`src/rtl/port_pkg.sv`:
```
// shared constants and types for the eight-bit bidirectional port
package port_pkg;

  // port geometry
  localparam int PIN_COUNT = 8;
  localparam int BUS_ADDR_W = 18;
  localparam int BUS_DATA_W = 32;

  // register indices; the byte address on the bus is four times the index
  localparam logic [15:0] IDX_PIN_LEVEL_DATA       = 16'hf260;
  localparam logic [15:0] IDX_PIN_DIRECTION_SELECT = 16'hf261;
  localparam logic [15:0] IDX_PIN_MODE_LOW_BITS    = 16'hf262;
  localparam logic [15:0] IDX_PIN_MODE_HIGH_BITS   = 16'hf263;
  localparam logic [15:0] IDX_SEGMENT_FUNCTION_SEL = 16'hf264;

  // field positions inside a bus word
  localparam int FIELD_BYTE0_LSB = 0;
  localparam int FIELD_BYTE1_LSB = 8;
  localparam int BE_LOW_BYTE     = 0;
  localparam int BE_HIGH_BYTE    = 1;

  // reset values
  localparam logic [7:0] RESET_PIN_LEVEL_DATA       = 8'h00;
  localparam logic [7:0] RESET_PIN_DIRECTION_SELECT = 8'h00;
  localparam logic [7:0] RESET_PIN_MODE_LOW_BITS    = 8'h00;
  localparam logic [7:0] RESET_PIN_MODE_HIGH_BITS   = 8'h00;
  localparam logic [7:0] RESET_SEGMENT_FUNCTION_SEL = 8'h00;

  // direction bit meaning
  localparam logic DIR_OUTPUT = 1'b0;
  localparam logic DIR_INPUT  = 1'b1;

  // two-bit mode field {high, low}
  localparam logic [1:0] MODE_HIZ       = 2'b00;
  localparam logic [1:0] MODE_PCH_DRAIN = 2'b01;
  localparam logic [1:0] MODE_NCH_DRAIN = 2'b10;
  localparam logic [1:0] MODE_PUSH_PULL = 2'b11;

  // bus answer sequencer states, one-hot
  typedef enum logic [1:0] {
    BUS_IDLE   = 2'b01,
    BUS_ANSWER = 2'b10
  } bus_state_type;

endpackage : port_pkg

```
`src/rtl/eight_bit_bidir_port.sv`:
```
// eight-bit bidirectional port with avalon-mm register access
//
// Local design decision: the Avalon-MM interface to the registers.
`timescale 1ns/1ps
// Summary of operation
// - direction bit clear is output, set input
// - output mode field: hiz, pch, nch, push-pull
// - input mode field: hiz, pull-down, pull-up, hiz
// - mode low bit ctrl0, high bit ctrl1
// - reset clears direction and both control registers
// - push-pull output pins follow data register bits
// - input pins read back their pad level
// - segment select hands pins to segment driver
// - halfword at ctrl0 reaches both control bytes
// - output pins read back last written data
module eight_bit_bidir_port #(
  parameter int PINS = port_pkg::PIN_COUNT  // number of port pins
) (
  input  wire logic                            sys_clk,
  input  wire logic                            reset,
  input  wire logic [port_pkg::BUS_ADDR_W-1:0] avs_address,
  input  wire logic                            avs_read,
  input  wire logic                            avs_write,
  input  wire logic [port_pkg::BUS_DATA_W-1:0] avs_writedata,
  input  wire logic [3:0]                      avs_byteenable,
  output logic      [port_pkg::BUS_DATA_W-1:0] avs_readdata,
  output logic                                 avs_waitrequest,
  input  wire logic [PINS-1:0]                 pad_in,
  input  wire logic [PINS-1:0]                 seg_drive,
  output logic      [PINS-1:0]                 pad_out,
  output logic      [PINS-1:0]                 pad_oe,
  output logic      [PINS-1:0]                 pull_up_en,
  output logic      [PINS-1:0]                 pull_down_en
);

  // software visible registers
  logic [PINS-1:0] pin_level_data_r;           // output levels
  logic [PINS-1:0] pin_direction_select_r;     // per-pin direction
  logic [PINS-1:0] pin_mode_low_bits_r;        // mode field low bits
  logic [PINS-1:0] pin_mode_high_bits_r;       // mode field high bits
  logic [PINS-1:0] segment_function_select_r;  // pin handed to segment driver

  // bus handshake state
  port_pkg::bus_state_type           bus_state_r;    // answer sequencer
  port_pkg::bus_state_type           bus_state_nxt;  // next sequencer state
  logic                              waitrequest_r;  // registered waitrequest
  logic [port_pkg::BUS_DATA_W-1:0]   readdata_r;     // registered read data

  // pad side
  logic [PINS-1:0] pad_sync;  // pad levels after two flops

  // decoded transfer strobes
  logic bus_take;   // request seen while still stalled, answer is being built
  logic wr_commit;  // write takes effect on this edge

  // true when the byte address selects the word at a given index
  function automatic logic hit(input logic [port_pkg::BUS_ADDR_W-1:0] addr,
                               input logic [15:0] idx);
    return (addr[port_pkg::BUS_ADDR_W-1:2] == idx) && (addr[1:0] == 2'b00);
  endfunction : hit

  // byte lane extraction for write data
  function automatic logic [7:0] lane(input logic [port_pkg::BUS_DATA_W-1:0] wd,
                                      input int lsb);
    return wd[lsb +: 8];
  endfunction : lane

  // external pad levels are asynchronous to sys_clk
  pin_sync #(
    .WIDTH (PINS)
  ) u_pin_sync (
    .sys_clk  (sys_clk),
    .reset    (reset),
    .async_in (pad_in),
    .sync_out (pad_sync)
  );

  // registered drive decode keeps every pad control straight from a flop
  pin_drive #(
    .WIDTH (PINS)
  ) u_pin_drive (
    .sys_clk      (sys_clk),
    .reset        (reset),
    .dir          (pin_direction_select_r),
    .mode_low     (pin_mode_low_bits_r),
    .mode_high    (pin_mode_high_bits_r),
    .level        (pin_level_data_r),
    .seg_sel      (segment_function_select_r),
    .seg_level    (seg_drive),
    .pad_out      (pad_out),
    .pad_oe       (pad_oe),
    .pull_up_en   (pull_up_en),
    .pull_down_en (pull_down_en)
  );

  // a request is taken on the first edge where it is seen; one cycle later
  // waitrequest falls and the master completes, so every access is two cycles
  assign bus_take  = (avs_read || avs_write) && (bus_state_r == port_pkg::BUS_IDLE);
  assign wr_commit = avs_write && (bus_state_r == port_pkg::BUS_ANSWER);

  // answer sequencer next state
  always_comb begin
    bus_state_nxt = bus_state_r;
    case (bus_state_r)
      port_pkg::BUS_IDLE: begin
        if (bus_take) begin
          bus_state_nxt = port_pkg::BUS_ANSWER;
        end
      end
      port_pkg::BUS_ANSWER: begin
        // the master must release on this edge, so always return to idle
        bus_state_nxt = port_pkg::BUS_IDLE;
      end
      default: begin
        bus_state_nxt = port_pkg::BUS_IDLE;
      end
    endcase
  end

  // sequencer state and waitrequest flop
  always_ff @(posedge sys_clk or posedge reset) begin
    if (reset) begin
      bus_state_r   <= port_pkg::BUS_IDLE;
      waitrequest_r <= 1'b1;
    end else begin
      bus_state_r   <= bus_state_nxt;
      waitrequest_r <= (bus_state_nxt != port_pkg::BUS_ANSWER);
    end
  end

  // direction register
  always_ff @(posedge sys_clk or posedge reset) begin
    if (reset) begin
      pin_direction_select_r <= port_pkg::RESET_PIN_DIRECTION_SELECT;
    end else if (wr_commit && avs_byteenable[port_pkg::BE_LOW_BYTE]
                 && hit(avs_address, port_pkg::IDX_PIN_DIRECTION_SELECT)) begin
      pin_direction_select_r <= lane(avs_writedata, port_pkg::FIELD_BYTE0_LSB);
    end
  end

  // mode low bits: reachable by byte, or as the low half of the halfword
  always_ff @(posedge sys_clk or posedge reset) begin
    if (reset) begin
      pin_mode_low_bits_r <= port_pkg::RESET_PIN_MODE_LOW_BITS;
    end else if (wr_commit && avs_byteenable[port_pkg::BE_LOW_BYTE]
                 && hit(avs_address, port_pkg::IDX_PIN_MODE_LOW_BITS)) begin
      pin_mode_low_bits_r <= lane(avs_writedata, port_pkg::FIELD_BYTE0_LSB);
    end
  end

  // mode high bits: own byte address, or high lane of the halfword at ctrl0
  always_ff @(posedge sys_clk or posedge reset) begin
    if (reset) begin
      pin_mode_high_bits_r <= port_pkg::RESET_PIN_MODE_HIGH_BITS;
    end else if (wr_commit && avs_byteenable[port_pkg::BE_HIGH_BYTE]
                 && hit(avs_address, port_pkg::IDX_PIN_MODE_LOW_BITS)) begin
      pin_mode_high_bits_r <= lane(avs_writedata, port_pkg::FIELD_BYTE1_LSB);
    end else if (wr_commit && avs_byteenable[port_pkg::BE_LOW_BYTE]
                 && hit(avs_address, port_pkg::IDX_PIN_MODE_HIGH_BITS)) begin
      pin_mode_high_bits_r <= lane(avs_writedata, port_pkg::FIELD_BYTE0_LSB);
    end
  end

  // data register: writes always land, even on input pins, so a later
  // switch to output drives the value written beforehand
  always_ff @(posedge sys_clk or posedge reset) begin
    if (reset) begin
      pin_level_data_r <= port_pkg::RESET_PIN_LEVEL_DATA;
    end else if (wr_commit && avs_byteenable[port_pkg::BE_LOW_BYTE]
                 && hit(avs_address, port_pkg::IDX_PIN_LEVEL_DATA)) begin
      pin_level_data_r <= lane(avs_writedata, port_pkg::FIELD_BYTE0_LSB);
    end
  end

  // segment function select
  always_ff @(posedge sys_clk or posedge reset) begin
    if (reset) begin
      segment_function_select_r <= port_pkg::RESET_SEGMENT_FUNCTION_SEL;
    end else if (wr_commit && avs_byteenable[port_pkg::BE_LOW_BYTE]
                 && hit(avs_address, port_pkg::IDX_SEGMENT_FUNCTION_SEL)) begin
      segment_function_select_r <= lane(avs_writedata, port_pkg::FIELD_BYTE0_LSB);
    end
  end

  // read data is captured at the take edge and held through the answer;
  // unmapped addresses read as zero, upper lanes are zero except the second byte of the halfword view at ctrl0
  always_ff @(posedge sys_clk or posedge reset) begin
    if (reset) begin
      readdata_r <= '0;
    end else if (bus_take && avs_read) begin
      if (hit(avs_address, port_pkg::IDX_PIN_LEVEL_DATA)) begin
        // input pins show the pad, output pins the stored value
        readdata_r <= {24'h000000, (pad_sync & pin_direction_select_r)
                       | (pin_level_data_r & ~pin_direction_select_r)};
      end else if (hit(avs_address, port_pkg::IDX_PIN_DIRECTION_SELECT)) begin
        readdata_r <= {24'h000000, pin_direction_select_r};
      end else if (hit(avs_address, port_pkg::IDX_PIN_MODE_LOW_BITS)) begin
        // halfword view: both control bytes side by side
        readdata_r <= {16'h0000, pin_mode_high_bits_r, pin_mode_low_bits_r};
      end else if (hit(avs_address, port_pkg::IDX_PIN_MODE_HIGH_BITS)) begin
        readdata_r <= {24'h000000, pin_mode_high_bits_r};
      end else if (hit(avs_address, port_pkg::IDX_SEGMENT_FUNCTION_SEL)) begin
        readdata_r <= {24'h000000, segment_function_select_r};
      end else begin
        readdata_r <= '0;  // unmapped
      end
    end
  end

  assign avs_readdata    = readdata_r;
  assign avs_waitrequest = waitrequest_r;

  // ---------------- checks ----------------

  // a request is answered exactly one cycle after it is taken
  chk_wait_one_cycle: assert property (
    @(posedge sys_clk) disable iff (reset)
    (avs_read || avs_write) && avs_waitrequest |=> !avs_waitrequest ##1 avs_waitrequest)
    else $error("waitrequest did not answer in one cycle");

  // direction write shows up in the register the edge after commit
  chk_dir_write_back: assert property (
    @(posedge sys_clk) disable iff (reset)
    avs_write && !avs_waitrequest && avs_byteenable[0]
      && hit(avs_address, port_pkg::IDX_PIN_DIRECTION_SELECT)
    |=> pin_direction_select_r == $past(avs_writedata[7:0]))
    else $error("direction register did not take written value");

  // halfword write at ctrl0 updates the high control byte too
  chk_halfword_high: assert property (
    @(posedge sys_clk) disable iff (reset)
    avs_write && !avs_waitrequest && avs_byteenable[1]
      && hit(avs_address, port_pkg::IDX_PIN_MODE_LOW_BITS)
    |=> pin_mode_high_bits_r == $past(avs_writedata[15:8]))
    else $error("halfword write missed high control byte");

  // input pins of the port function are never driven
  chk_input_undriven: assert property (
    @(posedge sys_clk) disable iff (reset)
    ##1 ((pad_oe & $past(pin_direction_select_r) & ~$past(segment_function_select_r))
         == '0))
    else $error("input pin is being driven");

  // no pull resistor on an output pin, never both pulls at once
  chk_pull_inputs_only: assert property (
    @(posedge sys_clk) disable iff (reset)
    ##1 ((((pull_up_en | pull_down_en) & ~$past(pin_direction_select_r)) == '0)
         && ((pull_up_en & pull_down_en) == '0)))
    else $error("pull enabled on output pin or both pulls on");

  // n-channel open drain never sources a high level
  chk_nch_sinks_only: assert property (
    @(posedge sys_clk) disable iff (reset)
    ##1 ((pad_out & pad_oe & $past(~pin_mode_low_bits_r & pin_mode_high_bits_r
          & ~pin_direction_select_r & ~segment_function_select_r)) == '0))
    else $error("n-channel drain pin drove high");

  // p-channel open drain never sinks a low level
  chk_pch_sources_only: assert property (
    @(posedge sys_clk) disable iff (reset)
    ##1 ((~pad_out & pad_oe & $past(pin_mode_low_bits_r & ~pin_mode_high_bits_r
          & ~pin_direction_select_r & ~segment_function_select_r)) == '0))
    else $error("p-channel drain pin drove low");

  // push-pull output pins carry the data register level one edge later
  chk_push_pull_level: assert property (
    @(posedge sys_clk) disable iff (reset)
    ##1 (((pad_out ^ $past(pin_level_data_r)) & $past(pin_mode_low_bits_r
          & pin_mode_high_bits_r & ~pin_direction_select_r
          & ~segment_function_select_r)) == '0))
    else $error("push-pull pin level differs from data register");

  // data read returns pad level on inputs, stored level on outputs
  chk_data_read_mix: assert property (
    @(posedge sys_clk) disable iff (reset)
    avs_read && avs_waitrequest && hit(avs_address, port_pkg::IDX_PIN_LEVEL_DATA)
    |=> avs_readdata[7:0] == (($past(pad_sync) & $past(pin_direction_select_r))
        | ($past(pin_level_data_r) & ~$past(pin_direction_select_r))))
    else $error("data read returned wrong mix");

  // segment pins are always driven with the segment level
  chk_segment_drive: assert property (
    @(posedge sys_clk) disable iff (reset)
    ##1 ((((~pad_oe) | (pad_out ^ $past(seg_drive))) & $past(segment_function_select_r))
         == '0))
    else $error("segment pin not following segment driver");

  // byte or halfword write at ctrl0 lands in the mode low bits
  chk_mode_low_write: assert property (
    @(posedge sys_clk) disable iff (reset)
    avs_write && !avs_waitrequest && avs_byteenable[0]
      && hit(avs_address, port_pkg::IDX_PIN_MODE_LOW_BITS)
    |=> pin_mode_low_bits_r == $past(avs_writedata[7:0]))
    else $error("mode low bits did not take written value");

  // byte write at ctrl1 lands in the mode high bits
  chk_mode_high_write: assert property (
    @(posedge sys_clk) disable iff (reset)
    avs_write && !avs_waitrequest && avs_byteenable[0]
      && hit(avs_address, port_pkg::IDX_PIN_MODE_HIGH_BITS)
    |=> pin_mode_high_bits_r == $past(avs_writedata[7:0]))
    else $error("mode high bits did not take written value");

  // data writes land whatever the pin directions are
  chk_data_write_back: assert property (
    @(posedge sys_clk) disable iff (reset)
    avs_write && !avs_waitrequest && avs_byteenable[0]
      && hit(avs_address, port_pkg::IDX_PIN_LEVEL_DATA)
    |=> pin_level_data_r == $past(avs_writedata[7:0]))
    else $error("data register did not take written value");

  // high-impedance output pins neither drive nor pull
  chk_hiz_output_quiet: assert property (
    @(posedge sys_clk) disable iff (reset)
    ##1 (((pad_oe | pull_up_en | pull_down_en) & $past(~pin_mode_low_bits_r
          & ~pin_mode_high_bits_r & ~pin_direction_select_r
          & ~segment_function_select_r)) == '0))
    else $error("high-impedance output pin driven or pulled");

endmodule : eight_bit_bidir_port

```
`src/rtl/pin_drive.sv`:
```
// per-pin drive and pull decode, registered so the pad controls are glitch free
`timescale 1ns/1ps
module pin_drive #(
  parameter int WIDTH = 8
) (
  input  wire logic             sys_clk,
  input  wire logic             reset,
  input  wire logic [WIDTH-1:0] dir,
  input  wire logic [WIDTH-1:0] mode_low,
  input  wire logic [WIDTH-1:0] mode_high,
  input  wire logic [WIDTH-1:0] level,
  input  wire logic [WIDTH-1:0] seg_sel,
  input  wire logic [WIDTH-1:0] seg_level,
  output logic      [WIDTH-1:0] pad_out,
  output logic      [WIDTH-1:0] pad_oe,
  output logic      [WIDTH-1:0] pull_up_en,
  output logic      [WIDTH-1:0] pull_down_en
);

  // decode one pin into {out, oe, pull_up, pull_down}
  function automatic logic [3:0] decode_pin(input logic d, input logic [1:0] mode,
                                            input logic lvl);
    logic [3:0] r;
    r = 4'h0;
    if (d == port_pkg::DIR_OUTPUT) begin
      case (mode)
        port_pkg::MODE_PCH_DRAIN: r = {1'b1, lvl, 2'b00};   // only sources high
        port_pkg::MODE_NCH_DRAIN: r = {1'b0, ~lvl, 2'b00};  // only sinks low
        port_pkg::MODE_PUSH_PULL: r = {lvl, 1'b1, 2'b00};
        default:                  r = 4'h0;                 // high impedance
      endcase
    end else begin
      case (mode)
        port_pkg::MODE_PCH_DRAIN: r = 4'h1;  // pull-down
        port_pkg::MODE_NCH_DRAIN: r = 4'h2;  // pull-up
        default:                  r = 4'h0;  // floating input
      endcase
    end
    return r;
  endfunction : decode_pin

  // one register stage: new settings reach the pad the edge after the write
  always_ff @(posedge sys_clk or posedge reset) begin
    if (reset) begin
      pad_out      <= '0;
      pad_oe       <= '0;
      pull_up_en   <= '0;
      pull_down_en <= '0;
    end else begin
      for (int i = 0; i < WIDTH; i++) begin
        if (seg_sel[i]) begin
          // segment driver owns the pin, driven hard both ways
          pad_out[i]      <= seg_level[i];
          pad_oe[i]       <= 1'b1;
          pull_up_en[i]   <= 1'b0;
          pull_down_en[i] <= 1'b0;
        end else begin
          {pad_out[i], pad_oe[i], pull_up_en[i], pull_down_en[i]}
            <= decode_pin(dir[i], {mode_high[i], mode_low[i]}, level[i]);
        end
      end
    end
  end

endmodule : pin_drive

```
`src/rtl/pin_sync.sv`:
```
// two-flop synchroniser for the asynchronous pad levels
`timescale 1ns/1ps
module pin_sync #(
  parameter int WIDTH = 8
) (
  input  wire logic             sys_clk,
  input  wire logic             reset,
  input  wire logic [WIDTH-1:0] async_in,
  output logic      [WIDTH-1:0] sync_out
);

  logic [WIDTH-1:0] meta_r;  // first stage, read only by the second stage

  // two stages so that a metastable first stage settles before use
  always_ff @(posedge sys_clk or posedge reset) begin
    if (reset) begin
      meta_r   <= '0;
      sync_out <= '0;
    end else begin
      meta_r   <= async_in;
      sync_out <= meta_r;
    end
  end

endmodule : pin_sync

```
`config.mk`:
```
export PLATFORM = sky130hd
export DESIGN_NAME = eight_bit_bidir_port
export DESIGN_NICKNAME = d
export VERILOG_FILES = /design/src/rtl/port_pkg.sv /design/src/rtl/eight_bit_bidir_port.sv /design/src/rtl/pin_drive.sv /design/src/rtl/pin_sync.sv
export SDC_FILE = /design/constraint.sdc
export NUM_CORES = 1
export LEC_CHECK = 0
export BUFFER_PORTS_ARGS = -buffer_cell sky130_fd_sc_hd__buf_2
export CAP_MARGIN = 10
export CORE_MARGIN = 3
export CORE_UTILIZATION = 30
export DETAILED_ROUTE_END_ITERATION = 6
export SYNTH_ARGS = -nofsm -noshare
export SYNTH_HDL_FRONTEND = slang
export SYNTH_SLANG_ARGS = --single-unit
```
`constraint.sdc`:
```
create_clock -name sys_clk -period 5.4 [get_ports sys_clk]
set_input_delay 0.54 -clock sys_clk [delete_from_list [all_inputs] [get_ports sys_clk]]
set_output_delay 0.54 -clock sys_clk [all_outputs]
set_load 0.05 [all_outputs]
```
==> results.py <==
metrics = {
    "finish": {
        "stdcell_count": 668,
        "num-nets-final": 553,
        "final_cell_mix": "105 x dfrtp_1, 104 x buf_2, 32 x mux2_2",
        "area_growth_pct": 20.0,
        "multi_input_area_sq_mm": 0.00183,
        "drive_gt1_frac": 0.335,
        "antenna-diode-count": 0,
        "seq_area_sq_mm": 0.00268,
        "layout_commonest_cell": "dfrtp_1",
        "fillers": 1482,
    },
    "synth": {
        "synth-seq-cells": 107,
        "yosys.cell_types.count": 47,
        "synth_edf_count": 0,
        "ys_seq_area_frac": 0.574,
        "synth_ff_type": "dfrtp_1",
        "ys_async_sr_fraction": 1.00,
        "synth_area_sq_mm": 0.00467,
        "syn_inst": 377,
        "yosys_warnings": 0,
        "synth_area_per_cell_sq_um": 12.4,
    },
    "grt": {
        "antenna_found_initial": 0,
        "grt_pass1_vias": 3385,
        "grt_overflow": 0,
        "track_usage": 0.148,
        "grt_max_degree": 57,
        "grt_pass1_wl_um": 19000,
    },
    "die": {
        "io_pins": 139,
        "start_util": 0.314,
        "num_rows": 44,
        "design.die.area_sq_mm": 0.0171,
        "die_x_um": 131,
        "dieHeight_um": 131,
        "fp.coreArea_sq_mm": 0.0149,
    },
    "setup_path": {
        "setup.worst_path.class": "flip-flop to flip-flop",
        "worstPathArrival_ps": 2870,
        "end_kind": "flip-flop",
        "crit_path_start_kind": "flip-flop",
        "worst_ep_required_time_ps": 5680,
        "cp_max_fo": 17,
    },
    "detailed_routing": {
        "drt_iter0_markers": 246,
        "wl_per_cell_um": 18.6,
        "drc": 0,
        "dr.pass1.iters": 5,
        "routed_wl_um": 12400,
        "avgViaCountPerCell": 5.12,
        "antenna_left": 0,
        "vias": 3418,
    },
    "sta": {
        "setup_viol": 0,
        "layout_min_cycle_time_ps": 2590,
        "slew_headroom": 0.268,
        "rsz0062_at_grt": "false",
        "finalMaxSlewViolations": 0,
        "fin_tns_setup_ps": 0,
        "fin_skew_ps": 8.23,
        "hold_violations": 0,
        "fmax_ghz": 0.386,
        "period_share": 0.480,
        "tightest_slew_ps": 1090,
    },
    "clock_tree": {
        "cts_resized": 0,
        "path_clk_slew_ps": 70,
        "postCtsSetupRepairBufs": 0,
        "cts.sinks": 107,
        "clockBufferDepth": 2,
        "postCtsHoldBufs": 0,
        "cts_buffers": 9,
        "clk-insertion-delay-late_ps": 350,
        "h-tree-depth": 3,
        "cts_tree": "done",
        "clock_tree.root_cell": "clkbuf_16",
    },
    "job": {
        "maxCapViolations": 0,
    },
    "placement": {
        "dp_hpwl_um": 8370,
        "dp.cells": 652,
        "gp_congestion": 0.755,
        "io_buffers": 104,
    },
    "pwr": {
        "p_total_mw": 1.66,
        "leakage_nw": 2.74,
        "power.density_mw_per_mm2": 295,
        "worst_ir_drop_vdd_uv": 195,
    },
    "run_status": {
        "status": "completed",
    },
    "min_path": {
        "hp-class": "input pin to async pin",
    },
}
-- through the flow --
step           hold slack, ps   util  cell area (sq um)  setup WS, ps
2_1_floorplan             331      -               4730          2050
3_3_place_gp              332  0.357               5310          2490
3_5_place_dp              335  0.357               5310          2420
4_1_cts                   276  0.377               5600          2780
5_1_grt                   286  0.377               5600          2520
6_report                  282  0.377               5600          2810
-- worst paths after layout --
check,from,slack [ps],endpoint,depth (start not counted)
hold reg to reg,u_pin_sync.meta_r[7],350,u_pin_sync.sync_out[7],0
max in group asynchronous,reset,3960,u_pin_drive.pad_oe[0],3
hold / removal,reset,280,u_pin_drive.pad_oe[4],2
min in group sys_clk,pad_in[6],290,u_pin_sync.meta_r[6],1
setup / recovery,bus_state_r[0],2810,avs_readdata[10],4
setup reg to reg,bus_state_r[0],2810,avs_readdata[10],4
-- worst max-delay path, cell delays in order, from the launching register on --
cell     delay, ps
dfstp_2        540
nor2b_1        200
nand2_1        520
nor4_2        1010
a22o_1         250
-- state kept, by name (all words and copies together), names as in the netlist --
name                       cells
bus_state_r                    2
pin_direction_select_r         8
u_pin_drive.pad_out            8
u_pin_sync.sync_out            8
segment_function_select_r      8
avs_waitrequest                1
avs_readdata                  16
pin_mode_high_bits_r           8
u_pin_sync.meta_r              8
u_pin_drive.pull_down_en       8
u_pin_drive.pull_up_en         8
pin_level_data_r               8
u_pin_drive.pad_oe             8
pin_mode_low_bits_r            8
-- area by class of cell --
class                      count  area share
clock buffer                  14      0.0453
timing repair buffer         105      0.0942
multi-input combinational    244       0.326
inverter                      12     0.00849
tap                          184      0.0411
clock inverter                 2     0.00670
sequential                   107       0.478
-- power by group --
group | total (mW) | internal, mW | switching [mW] | leakage, nW
Combinational | 0.170 | 0.0406 | 0.129 | 1.15
Clock | 0.653 | 0.373 | 0.280 | 0.137
Sequential | 0.832 | 0.824 | 0.00855 | 1.45
-- Yosys cell counts, types with 9 or more instances --
cell type    n  area (sq um)
a21oi_1     16          80.1
buf_4       16           120
dfrtp_1    105          2630
inv_1       12          45.0
mux2_2      32           360
mux2i_1      9          90.1
nand2_1     17          63.8
nor2_1      17          63.8
nor2b_1     17           106
nor3_1      15          75.1
o21bai_1    16           120
-- logic make-up (layout without fill, tap and decap cells) --
logic type / Yosys count / in the layout / synth area share
compound gates: 75 / 75 / 0.123
buf+inv: 41 / 133 / 0.0474
flops: 107 / 107 / 0.574
mux: 41 / 41 / 0.0964
other cells: 1 / 16 / 0.000803
simple gates: 112 / 112 / 0.158
-- per-layer routing --
| metal | routed length, um | track usage | part of all wire |
|---|---|---|---|
| met1 | 5420 | 0.205 | 0.44 |
| met2 | 5690 | 0.226 | 0.46 |
| met3 | 1140 | 0.0337 | 0.091 |
| met4 | 195 | 0.0599 | 0.016 |
| met5 | 0 | 0 | 0 |
Power figures use the tool's default switching activity.
